===== config.mk =====
export PLATFORM = sky130hd
export DESIGN_NAME = temp_index_resistor_regs
export DESIGN_NICKNAME = d
export VERILOG_FILES = /design/src/include/temp_index_pkg.sv /design/src/hw/event_flag_buffer.sv /design/src/hw/temp_index_resistor_regs.sv
export SDC_FILE = /design/constraint.sdc
export NUM_CORES = 1
export LEC_CHECK = 0
export BUFFER_PORTS_ARGS = -buffer_cell sky130_fd_sc_hd__buf_2
export CORE_ASPECT_RATIO = 0.9
export CORE_MARGIN = 1
export CORE_UTILIZATION = 35
export CTS_CLUSTER_SIZE = 20
export DETAILED_ROUTE_END_ITERATION = 12
export MAX_ROUTING_LAYER = met4
export PLACE_DENSITY = 0.66
export SETUP_SLACK_MARGIN = 0.02
export SLEW_MARGIN = 0
export SYNTH_ARGS = -nofsm -noshare
export SYNTH_HDL_FRONTEND = slang
export SYNTH_SLANG_ARGS = --single-unit

===== constraint.sdc =====
create_clock -name clk -period 5.1 [get_ports clk]
set_input_delay 1.02 -clock clk [delete_from_list [all_inputs] [get_ports clk]]
set_output_delay 1.02 -clock clk [all_outputs]
set_load 0.02 [all_outputs]

===== src/include/temp_index_pkg.sv =====
package temp_index_pkg;

  // Register offsets on the internal byte address port
  localparam logic [7:0] temperature_index_offset = 8'h81;
  localparam logic [7:0] resistor_zero_position_offset = 8'h82;
  localparam logic [7:0] resistor_one_position_offset = 8'h83;
  localparam logic [7:0] event_interrupt_mask_offset = 8'h88;
  localparam logic [7:0] device_configuration_offset = 8'h89;

  // Look-up table window that the index points into
  localparam logic [7:0] lookup_first_address = 8'h80;
  localparam logic [7:0] lookup_last_address = 8'hC7;
  localparam logic [7:0] lookup_index_max = 8'h47;

  // Reset values
  localparam logic [7:0] temperature_index_reset = 8'h00;
  localparam logic [7:0] resistor_position_reset = 8'hFF;
  localparam logic [7:0] event_interrupt_mask_reset = 8'hF8;
  localparam logic [7:0] device_configuration_reset = 8'h00;

  // Writable bits: mask bits 7..3, configuration bits 5..0
  localparam logic [7:0] event_interrupt_mask_writable = 8'hF8;
  localparam logic [7:0] device_configuration_writable = 8'h3F;

  // Field positions
  localparam int temperature_event_bit = 7;
  localparam int supply_event_bit = 6;
  localparam int first_monitor_event_bit = 5;
  localparam int second_monitor_event_bit = 4;
  localparam int third_monitor_event_bit = 3;
  localparam int buffer_one_invert_bit = 1;
  localparam int event_count = 5;

  // Monitor event levels, one per channel
  typedef struct packed {
    logic temperature;
    logic supply;
    logic first_monitor;
    logic second_monitor;
    logic third_monitor;
  } event_levels_t;

  // Look-up table entries for the current index
  typedef struct packed {
    logic [7:0] resistor_zero;
    logic [7:0] resistor_one;
  } table_entry_t;

endpackage


===== src/hw/event_flag_buffer.sv =====
`timescale 1ns/1ns
`default_nettype none
module event_flag_buffer (
  // Clock and reset
  input wire logic clk,
  input wire logic rst_n,
  // Event sources and configuration
  input wire logic [4:0] event_levels,
  input wire logic [4:0] event_enables,
  input wire logic buffer_one_invert,
  // Buffer pin
  input wire logic buffer_one_input,
  // Results
  output logic masked_interrupt_flag,
  output logic buffer_one_output
);

  // All state of the flag and buffer path
  typedef struct packed {
    logic sync_first;
    logic sync_second;
    logic flag;
    logic out;
  } buffer_state_t;

  buffer_state_t s; // Current state
  buffer_state_t next_s; // Next state

  // Flag follows enabled events; output merges flag with pin
  always_comb begin
    next_s = s;
    next_s.sync_first = buffer_one_input;
    next_s.sync_second = s.sync_first;
    next_s.flag = |(event_levels & event_enables);
    next_s.out = next_s.flag | (buffer_one_invert ^ s.sync_second);
  end

  // State register
  always_ff @(posedge clk) begin
    if (!rst_n) begin
      s <= '0;
    end else begin
      s <= next_s;
    end
  end

  assign masked_interrupt_flag = s.flag;
  assign buffer_one_output = s.out;
endmodule
`default_nettype wire


===== src/hw/temp_index_resistor_regs.sv =====
// Overview of operation
// - Index, host-writable in test mode, selecting table entries 80h-C7h
// - Resistor zero position byte, read/write, reset FF
// - Resistor one position byte, read/write, reset FF
// - Enabled events set flag, driving buffer one
// - Mask bits 7..3 enable channels, default one
// - Lookup off: host writes set the resistors
// - Index auto off: host writes the index
// - Buffer output is flag OR invert XOR input
`timescale 1ns/1ns
`default_nettype none
module temp_index_resistor_regs (
  // Clock and reset
  input wire logic clk,
  input wire logic rst_n,
  // Register access from the serial bus engine
  input wire logic [7:0] reg_addr,
  input wire logic reg_wr,
  input wire logic [7:0] reg_wdata,
  output logic [7:0] reg_rdata,
  // Mode bits held elsewhere
  input wire logic auto_lookup_enable,
  input wire logic auto_index_enable,
  // Temperature and table path
  input wire logic [7:0] computed_index,
  input wire temp_index_pkg::table_entry_t table_entry,
  output logic [7:0] lookup_address,
  // Monitor events
  input wire temp_index_pkg::event_levels_t event_levels,
  // Resistor settings
  output logic [7:0] resistor_zero_position,
  output logic [7:0] resistor_one_position,
  // Buffer one pin and flag
  input wire logic buffer_one_input,
  output logic masked_interrupt_flag,
  output logic buffer_one_output
);

  // All register state of the slice
  typedef struct packed {
    logic [7:0] index;
    logic [7:0] res_zero;
    logic [7:0] res_one;
    logic [7:0] mask;
    logic [7:0] config_byte;
    logic [7:0] rdata;
    logic [7:0] lut_addr;
  } regs_state_t;

  regs_state_t s; // Current state
  regs_state_t next_s; // Next state
  logic [4:0] event_enables; // Mask bits 7..3 in channel order
  logic [7:0] clamped_index; // Index limited to the table span

  // Write strobe decode for one offset
  function automatic logic wr_hit(input logic [7:0] addr,
                                  input logic wr,
                                  input logic [7:0] offset);
    wr_hit = wr && (addr == offset);
  endfunction

  // Clamp keeps the table address inside 80h..C7h
  always_comb begin
    if (s.index > temp_index_pkg::lookup_index_max) begin
      clamped_index = temp_index_pkg::lookup_index_max;
    end else begin
      clamped_index = s.index;
    end
  end

  // Next-state logic for every register
  always_comb begin
    next_s = s;
    // Index source: sensor or host in test mode
    if (auto_index_enable) begin
      next_s.index = computed_index;
    end else if (wr_hit(reg_addr, reg_wr,
                 temp_index_pkg::temperature_index_offset)) begin
      next_s.index = reg_wdata;
    end
    next_s.lut_addr = temp_index_pkg::lookup_first_address
                      + clamped_index;
    // Resistor positions: table wins while lookup is on
    if (auto_lookup_enable) begin
      next_s.res_zero = table_entry.resistor_zero;
      next_s.res_one = table_entry.resistor_one;
    end else begin
      if (wr_hit(reg_addr, reg_wr,
                 temp_index_pkg::resistor_zero_position_offset)) begin
        next_s.res_zero = reg_wdata;
      end
      if (wr_hit(reg_addr, reg_wr,
                 temp_index_pkg::resistor_one_position_offset)) begin
        next_s.res_one = reg_wdata;
      end
    end
    // Mask keeps only the five channel bits
    if (wr_hit(reg_addr, reg_wr,
               temp_index_pkg::event_interrupt_mask_offset)) begin
      next_s.mask = reg_wdata
                    & temp_index_pkg::event_interrupt_mask_writable;
    end
    // Configuration: bits 7 and 6 stay zero
    if (wr_hit(reg_addr, reg_wr,
               temp_index_pkg::device_configuration_offset)) begin
      next_s.config_byte = reg_wdata
                           & temp_index_pkg::device_configuration_writable;
    end
    // Read data, unmapped offsets read zero
    unique case (reg_addr)
      temp_index_pkg::temperature_index_offset: begin
        next_s.rdata = s.index;
      end
      temp_index_pkg::resistor_zero_position_offset: begin
        next_s.rdata = s.res_zero;
      end
      temp_index_pkg::resistor_one_position_offset: begin
        next_s.rdata = s.res_one;
      end
      temp_index_pkg::event_interrupt_mask_offset: begin
        next_s.rdata = s.mask;
      end
      temp_index_pkg::device_configuration_offset: begin
        next_s.rdata = s.config_byte;
      end
      default: begin
        next_s.rdata = 8'h00;
      end
    endcase
  end

  // State register with power-on defaults
  always_ff @(posedge clk) begin
    if (!rst_n) begin
      s.index <= temp_index_pkg::temperature_index_reset;
      s.res_zero <= temp_index_pkg::resistor_position_reset;
      s.res_one <= temp_index_pkg::resistor_position_reset;
      s.mask <= temp_index_pkg::event_interrupt_mask_reset;
      s.config_byte <= temp_index_pkg::device_configuration_reset;
      s.rdata <= 8'h00;
      s.lut_addr <= temp_index_pkg::lookup_first_address;
    end else begin
      s <= next_s;
    end
  end

  // Mask bits in channel order for the flag logic
  assign event_enables = {
    s.mask[temp_index_pkg::temperature_event_bit],
    s.mask[temp_index_pkg::supply_event_bit],
    s.mask[temp_index_pkg::first_monitor_event_bit],
    s.mask[temp_index_pkg::second_monitor_event_bit],
    s.mask[temp_index_pkg::third_monitor_event_bit]};

  // Flag and buffer one output
  event_flag_buffer flag_path (
    .clk(clk),
    .rst_n(rst_n),
    .event_levels(event_levels),
    .event_enables(event_enables),
    .buffer_one_invert(s.config_byte[temp_index_pkg::buffer_one_invert_bit]),
    .buffer_one_input(buffer_one_input),
    .masked_interrupt_flag(masked_interrupt_flag),
    .buffer_one_output(buffer_one_output)
  );

  assign reg_rdata = s.rdata;
  assign lookup_address = s.lut_addr;
  assign resistor_zero_position = s.res_zero;
  assign resistor_one_position = s.res_one;
endmodule
`default_nettype wire


==> results of run 1 <==
## placed cells by master, fill, tap and decap left out
master / count
buf_2: 84
mux2_2: 8
nor3_1: 2
o21a_1: 5
nand4bb_1: 1
a311oi_1: 6
o21ai_0: 8
nor3b_1: 7
and3b_1: 4
dfxtp_1: 55
nor4_4: 2
nor4bb_1: 1
nor2b_1: 18
conb_1: 1
o31ai_1: 1
a21oi_1: 11
nand2b_1: 1
nand2_1: 11
xor2_1: 1
a221oi_1: 10
inv_1: 2
nor2_1: 11
a222oi_1: 1
nor4b_2: 1
a22o_1: 8
nand3_1: 4
a22oi_1: 9
clkbuf_8: 6
a2111oi_0: 1
and3_1: 4
and2_1: 3
clkinv_2: 1
nand3b_1: 1
nor4b_1: 17
or4b_4: 1
mux2i_1: 17
## metrics by stage
| step | area [sq um] | std cells |
|---|---|---|
| 6_report | 3060 | 420 |
| 5_1_grt | 3060 | 420 |
| 4_1_cts | 3060 | 420 |
| 3_5_place_dp | 2970 | 413 |
| 3_3_place_gp | 2970 | 413 |
| 2_1_floorplan | 2760 | 288 |
## final cells by class
class / count / area, sq um / share of cell area [%]
multi-input combinational: 176 / 1320 / 43.2
timing repair buffer: 84 / 420 / 13.7
inverter: 2 / 7.51 / 0.245
clock buffer: 6 / 82.6 / 2.70
tap: 96 / 120 / 3.93
clock inverter: 1 / 5.00 / 0.164
sequential: 55 / 1100 / 36.0
## worst min-delay path by stage
stage                                    from                   endpoint  slack [ns]
2_1_floorplan  flag_path.next_s[2]$_SDFF_PN0_  flag_path.s[2]$_SDFF_PN0_        0.41
3_3_place_gp   flag_path.next_s[2]$_SDFF_PN0_  flag_path.s[2]$_SDFF_PN0_        0.42
3_5_place_dp   flag_path.next_s[2]$_SDFF_PN0_  flag_path.s[2]$_SDFF_PN0_        0.42
4_1_cts        flag_path.next_s[2]$_SDFF_PN0_  flag_path.s[2]$_SDFF_PN0_        0.45
5_1_grt        flag_path.next_s[2]$_SDFF_PN0_  flag_path.s[2]$_SDFF_PN0_        0.47
6_report       flag_path.next_s[2]$_SDFF_PN0_  flag_path.s[2]$_SDFF_PN0_        0.44
## routing by layer
| layer | global-route usage (%) | share of wire (%) | vias to the layer above |
|---|---|---|---|
| met4 | 5.02 | 1.5 | 0 |
| li1 | - | - | 1100 |
| met5 | - | 0 | - |
| met1 | 23.1 | 47 | 1054 |
| met3 | 2.63 | 4.2 | 7 |
| met2 | 27.6 | 47 | 61 |
## state kept, by name, summed over array words and instances (netlist names)
| register | count |
|---|---|
| s | 14 |
| flag_path.masked_interrupt_flag | 1 |
| flag_path.s | 1 |
| event_enables | 5 |
| resistor_one_position | 8 |
| lookup_address | 8 |
| reg_rdata | 8 |
| resistor_zero_position | 8 |
| flag_path.buffer_one_output | 1 |
| flag_path.next_s | 1 |
## worst max-delay path: stages
cell and delay, ns:
buf_2 0.11, or4b_4 0.61, nor3_1 0.73, a22oi_1 0.18
a21oi_1 0.22
## power breakdown
part	switching, W	internal [W]	leakage, nW
Sequential	0.0000121	0.000447	0.452
Clock	0.000134	0.000107	0.0470
Combinational	0.0000690	0.0000528	0.704
Total	0.000215	0.000607	1.20
## kinds of logic (layout without fill, tap and decap cells)
group	count (synthesis)	in the layout	synth area share, %
and+or+nand+nor	89	89	22.1
AOI/OAI and AO/OA	60	60	15.8
buffers and inverters	57	93	12.4
DFF	55	55	39.8
muxes	25	25	9.42
other	1	1	0.136
xor gates and xnor gates	1	1	0.317
==> impl_metrics.ini, run 1 <==
[clock_tree]
clock_latency_ns = 0.31
cts_tree = yes
cts_hold_buffers = 0
cts_num_sinks = 55
cts_setup_buffers = 0
cts-root-buf = clkbuf_8
clk_path_buf_depth = 2
cts_resized = 0
cts.clk_slew.worst_paths_ns = 0.09
htree_levels = 2
cts_buffers = 5

[pwr]
power_w = 0.000822
peakVddDrop_v = 0.000115
pwr_density_cell_mw_per_mm2 = 269
p_leak_nw = 1.20

[worst_setup_path]
rr_worst_depth = 4
critPathCaptureType = register
critPathLaunchType = input port
r2r-start = resistor_one_position[4]$_SDFFE_PN1P_
r2r-end = reg_rdata[4]$_SDFF_PN0_
path_class = input port to register
cp_max_fo = 8
worstSetupStartpoint = reg_addr[5]
critical_path_required_ns = 5.33
endpoint = reg_rdata[4]$_SDFF_PN0_
cp.arrival_ns = 2.87
reg2reg_slack_ns = 3.90

[floorplanning]
coreArea_sq_mm = 0.00758
dieArea_sq_mm = 0.00826
ios = 85
chipHeight_microns = 86.3
row_count = 30
die_w_microns = 95.7
start_util_pct = 36.5

[timing]
holdWs_ns = 0.441
finalCriticalPeriod_ns = 2.65
hold_viol = 0
rsz0062_at_grt = false
slew_viol_final = 0
period_share_pct = 51.9
setup_viol = 0
worst_pin_slew_ns = 1.04
fmax_mhz = 378
fin_skew_ns = 0.00791
fin_tns_setup_ns = 0
slew_headroom_pct = 30.5
setup_ws_ns = 2.45

[global_route]
grt_util_all_layers_pct = 17.5
grt_pass1_vias = 2158
grt-ovfl-total = 0
grt_max_degree = 73
grt_pass1_wl_microns = 10700
antenna_found_initial = 0

[yosys]
synthesis.nets = 339
synth_top_area_share_pct = 39.8
synth_commonest_cells = dfxtp_1 (55), buf_4 (32), clkbuf_1 (20)
synth-main-ff-cell = dfxtp_1
synth_area_leaders = dfxtp_1 (40%), buf_4 (8.7%), mux2i_1 (6.2%)
synth-seq-area-share_pct = 39.8
yosysTopAreaCell = dfxtp_1
ys_warn_count = 0
synth_edf_count = 0
avgSynthCellArea_sq_um = 9.60
ys_types = 37
synthCells = 288
netlist_area_sq_mm = 0.00276
yosys.cell_count.top_type = dfxtp_1
async_flop_share_pct = 0
yosys_register_bits = 55

[route]
drt.antenna.violating_nets = 0
drtIter0Drc = 154
drtPass1Iterations = 4
num_vias = 2222
routedWlPerCell_microns = 16.0
finalWirelength_microns = 6730
drcViolationCount = 0
avgViaCountPerCell = 5.29

[final_layout]
layout-drive-gt1-share_pct = 31.8
n_fill_cell = 793
area_growth_pct = 10.6
diodes = 0
nets = 375
post-route-util_pct = 40.3

[placement]
dp_hpwl_microns = 5010
gp_congestion = 0.788
dp_slack_ns = 2.17
port_buffers = 84

[hold_path]
hold-path-cell-count = 1
hp-class = register to register

[run_status]
outcome = completed

[job]
maxCapViolCount = 0
(Power assumes the default switching activity.)
==> run 2, diff against run 1 <==
- PLACE_DENSITY: 0.66 -> 0.68
- clock period: 5.1 -> 2.2 ns (I/O delays scaled with it)
==> run 2 against run 1 <==
Net effect: largest power group unchanged; clock skew down 0.0040 ns; worst setup slack got worse by 2.0 ns; global-route usage shrank 0.34 points; non-clock buffer count grew 9.
==> impl_metrics.ini, run 2 (same netlist as run 1, synthesis figures left out) <==
[clock_tree]
cts_resized = 0
cts-root-buf = clkbuf_8
htree_levels = 2
cts.clk_slew.worst_paths_ns = 0.10
cts_tree = yes
clk_path_buf_depth = 2
cts_setup_buffers = 0
cts_buffers = 5
clock_latency_ns = 0.31
cts_num_sinks = 55
cts_hold_buffers = 0

[timing]
setup_viol = 0
fmax_mhz = 572
slew_headroom_pct = 62.0
slew_viol_final = 0
fin_skew_ns = 0.00395
hold_viol = 0
fin_tns_setup_ns = 0
period_share_pct = 79.5
rsz0062_at_grt = false
worst_pin_slew_ns = 0.569
holdWs_ns = 0.331
finalCriticalPeriod_ns = 1.75

[floorplanning]
ios = 85
chipHeight_microns = 86.3
start_util_pct = 36.5
dieArea_sq_mm = 0.00826
die_w_microns = 95.7
coreArea_sq_mm = 0.00758
row_count = 30

[worst_setup_path]
slowest_delay_ns = 0.60
worstPathCellList = buf_2, or4b_4, a2111oi_0, nand2_1, a21oi_1
worstSetupStartpoint = reg_addr[5]
critPathCaptureType = register
r2r-start = resistor_zero_position[5]$_SDFFE_PN1P_
slowest_stage = or4b_4
critPathLaunchType = input port
cp_max_fo = 8
critPathTopFamily = simple AND/OR/NAND/NOR gates
crit_buf_inv = 1
cp.arrival_ns = 1.99
path_class = input port to register
critical_path_required_ns = 2.44

[global_route]
grt-ovfl-total = 0
grt_pass1_wl_microns = 10600
grt_max_degree = 73
grt_util_all_layers_pct = 17.1
grt_pass1_vias = 2160
antenna_found_initial = 0

[route]
finalWirelength_microns = 6570
drt.antenna.violating_nets = 0
drcViolationCount = 0
drtPass1Iterations = 4
drtIter0Drc = 164
routedWlPerCell_microns = 15.3
avgViaCountPerCell = 5.25
num_vias = 2248

[pwr]
p_leak_nw = 1.25
peakVddDrop_v = 0.000241
pwr_density_cell_mw_per_mm2 = 600

[final_layout]
nets = 384
regMostFlops = s
layout_commonest_cell = buf_2
layout-drive-gt1-share_pct = 33.4
diodes = 0
area_growth_pct = 13.6
largest_register_ffs = 14
layout_common_cells = buf_2 (84), dfxtp_1 (55), nor2b_1 (18), nor4b_1 (17), mux2i_1 (17)

[hold_path]
hp-class = input port to register
hold_start = buffer_one_input

[placement]
gp_congestion = 0.763
port_buffers = 84
dp_hpwl_microns = 4940

[run_status]
outcome = completed

[job]
maxCapViolCount = 0
==> run 2: cell types whose count changed in the layout (fill, tap and decap cells not counted) <==
cell	change
clkinv_2	-1
buf_12	+2
clkinvlp_4	+1
clkbuf_8	-1
buf_4	+7
==> run 2: path summary, 6_finish.rpt <==
kind                                                        to  depth (start not counted)  slack [ns]
worst min-delay path            flag_path.next_s[2]$_SDFF_PN0_                          2        0.33
worst min register to register       flag_path.s[2]$_SDFF_PN0_                          1        0.44
worst max register to register         reg_rdata[5]$_SDFF_PN0_                          4        1.02
worst max-delay path                   reg_rdata[5]$_SDFF_PN0_                          5        0.45
==> run 2: per-stage QoR <==
step	utilization [%]	power (W)	setup slack (ns)	cells	cell area, sq um
2_1_floorplan	-	0.00129	0.150	288	2760
3_3_place_gp	40.4	0.00137	0.159	422	3060
3_5_place_dp	40.4	0.00137	0.128	422	3060
4_1_cts	41.4	0.00190	0.439	428	3140
5_1_grt	41.4	0.00197	0.252	428	3140
6_report	41.4	0.00188	0.451	428	3140
==> run 2: power breakdown <==
part           switching (W)  internal [W]
clock network       0.000321      0.000213
logic               0.000160      0.000127
registers          0.0000255       0.00104
total               0.000507       0.00138
==> run 2: final cells by class <==
class | instances | area (sq um)
clock buffers | 5 | 68.8
repair buffers | 93 | 513
well taps | 96 | 120
flip-flops and latches | 55 | 1100
multi-input cells | 176 | 1320
inverters | 2 | 7.51
clock inverters | 1 | 7.51
fillers | 794 | 4440
==> run 2: per-layer routing <==
metal | global-route usage, % | part of all wire [%] | vias to the layer above
li1 | - | - | 1111
met1 | 21.8 | 47 | 1076
met2 | 28.6 | 47 | 58
met3 | 3.16 | 4.9 | 3
met4 | 2.85 | 0.47 | 0
met5 | - | 0 | -
==> run 3, diff against run 2 <==
- clock period: 2.2 -> 1.4 ns (I/O delays scaled with it)
==> run 3 against run 2 <==
Net effect: the flow now finishes with violations (negative setup slack); flip-flop and latch count is the same; sequential power grew 58%; clock power grew 55%; global-route usage grew 0.092 points; total power grew 60%; utilization grew 3.9 points; critical endpoint is now s[54]$_SDFFE_PN0P_.
==> impl_metrics.ini, run 3 (same netlist as run 1, synthesis figures left out) <==
[job]
maxCapViolCount = 0

[floorplanning]
coreArea_sq_mm = 0.00758
start_util_pct = 36.5
ios = 85
dieArea_sq_mm = 0.00826
die_w_microns = 95.7
chipHeight_microns = 86.3
row_count = 30

[final_layout]
nets = 406
layout-drive-gt1-share_pct = 40.4
post-route-util_pct = 45.3
layout_common_cells = buf_2 (82), dfxtp_1 (55), buf_4 (22), nor2b_1 (18), mux2i_1 (17)
finalInstanceArea_sq_mm = 0.00344
regMostFlops = s
largest_register_ffs = 14
diodes = 0
area_growth_pct = 24.4
layout_commonest_cell = buf_2

[route]
routedWlPerCell_microns = 15.4
drt.antenna.violating_nets = 0
drtIter0Drc = 82
finalWirelength_microns = 6930
num_vias = 2287
avgViaCountPerCell = 5.08
drcViolationCount = 0
drtPass1Iterations = 4

[worst_setup_path]
reg2reg_slack_ns = 0.21
worstPathCellList = buf_6, or4b_4, nor4_4, buf_12, mux2i_1, a21oi_1
cp_max_fo = 8
critical_path_required_ns = 1.57
slowest_stage = or4b_4
r2r-start = resistor_one_position[5]$_SDFFE_PN1P_
critPathTopFamily = simple AND/OR/NAND/NOR gates
cp.arrival_ns = 1.72
path_class = input port to register
worstSetupStartpoint = reg_addr[6]
critPathLaunchType = input port
critPathCaptureType = register
crit_buf_inv = 2
slowest_delay_ns = 0.60

[timing]
finalCriticalPeriod_ns = 1.55
fin_tns_setup_ns = -1.88
setup_viol = 27
hold_viol = 0
fmax_mhz = 646
setup_ws_ns = -0.148
fin_skew_ns = 0.0108
holdWs_ns = 0.178
period_share_pct = 111
rsz0062_at_grt = true
slew_viol_final = 0

[clock_tree]
cts-root-buf = clkbuf_8
clk_path_buf_depth = 2
cts_num_sinks = 55
htree_levels = 2
cts_buffers = 5
clock_latency_ns = 0.31
cts.clk_slew.worst_paths_ns = 0.09
cts_tree = yes
cts_hold_buffers = 0

[global_route]
grt_util_all_layers_pct = 17.2
antenna_found_initial = 0
grt_max_degree = 56
grt-ovfl-total = 0
grt_pass1_wl_microns = 10600
grt_pass1_vias = 2108

[pwr]
pwr_density_cell_mw_per_mm2 = 875
p_leak_nw = 1.38
peakVddDrop_v = 0.000406

[placement]
placed_area_sq_mm = 0.00323
gp_congestion = 0.815
dp_hpwl_microns = 5140
port_buffers = 84

[run_status]
outcome = finished, violations left
violations = negative setup slack

[hold_path]
hold_start = buffer_one_input
hp-class = input port to register
[run 3: per-layer routing]
metal	global-route usage, %	vias up	part of all wire (%)
met5	-	-	0
met4	3.66	0	0.79
met3	3.25	8	6.2
met2	27.7	78	46
met1	22.5	1048	47
li1	-	1153	-
[run 3: stage by stage]
stage / cells / total power [W] / setup WS [ns]
final: 450 / 0.00301 / -0.148
after global placement: 438 / 0.00219 / -0.467
after CTS: 448 / 0.00303 / -0.137
after global routing: 450 / 0.00316 / -0.208
after floorplan: 288 / 0.00203 / -0.490
after detailed placement: 438 / 0.00219 / -0.546
[run 3: what timing repair did]
action                     in CTS  in global routing
resized for setup               8                 10
pin swaps                       6                  7
setup endpoints to repair      22                 38
buffers inserted                4                  2
[run 3: final cells by class]
cell class / count / area [sq um]
Multi-Input combinational cell: 176 / 1390
Clock inverter: 1 / 7.51
Tap cell: 96 / 120
Inverter: 2 / 7.51
Clock buffer: 5 / 68.8
Timing Repair Buffer: 115 / 743
Fill cell: 759 / 4140
Sequential cell: 55 / 1100
[run 3: path summary, 6_finish.rpt]
kind | cells past startpoint | to
worst min register to register | 1 | flag_path.s[2]$_SDFF_PN0_
worst max-delay path | 6 | s[54]$_SDFFE_PN0P_
worst min-delay path | 2 | flag_path.next_s[2]$_SDFF_PN0_
worst max register to register | 4 | reg_rdata[5]$_SDFF_PN0_
[run 3: where the power goes]
part	internal, W	switching [W]	leakage (nW)
clock network	0.000334	0.000495	0.0361
registers	0.00163	0.0000431	0.452
logic	0.000238	0.000269	0.891
total	0.00220	0.000807	1.38
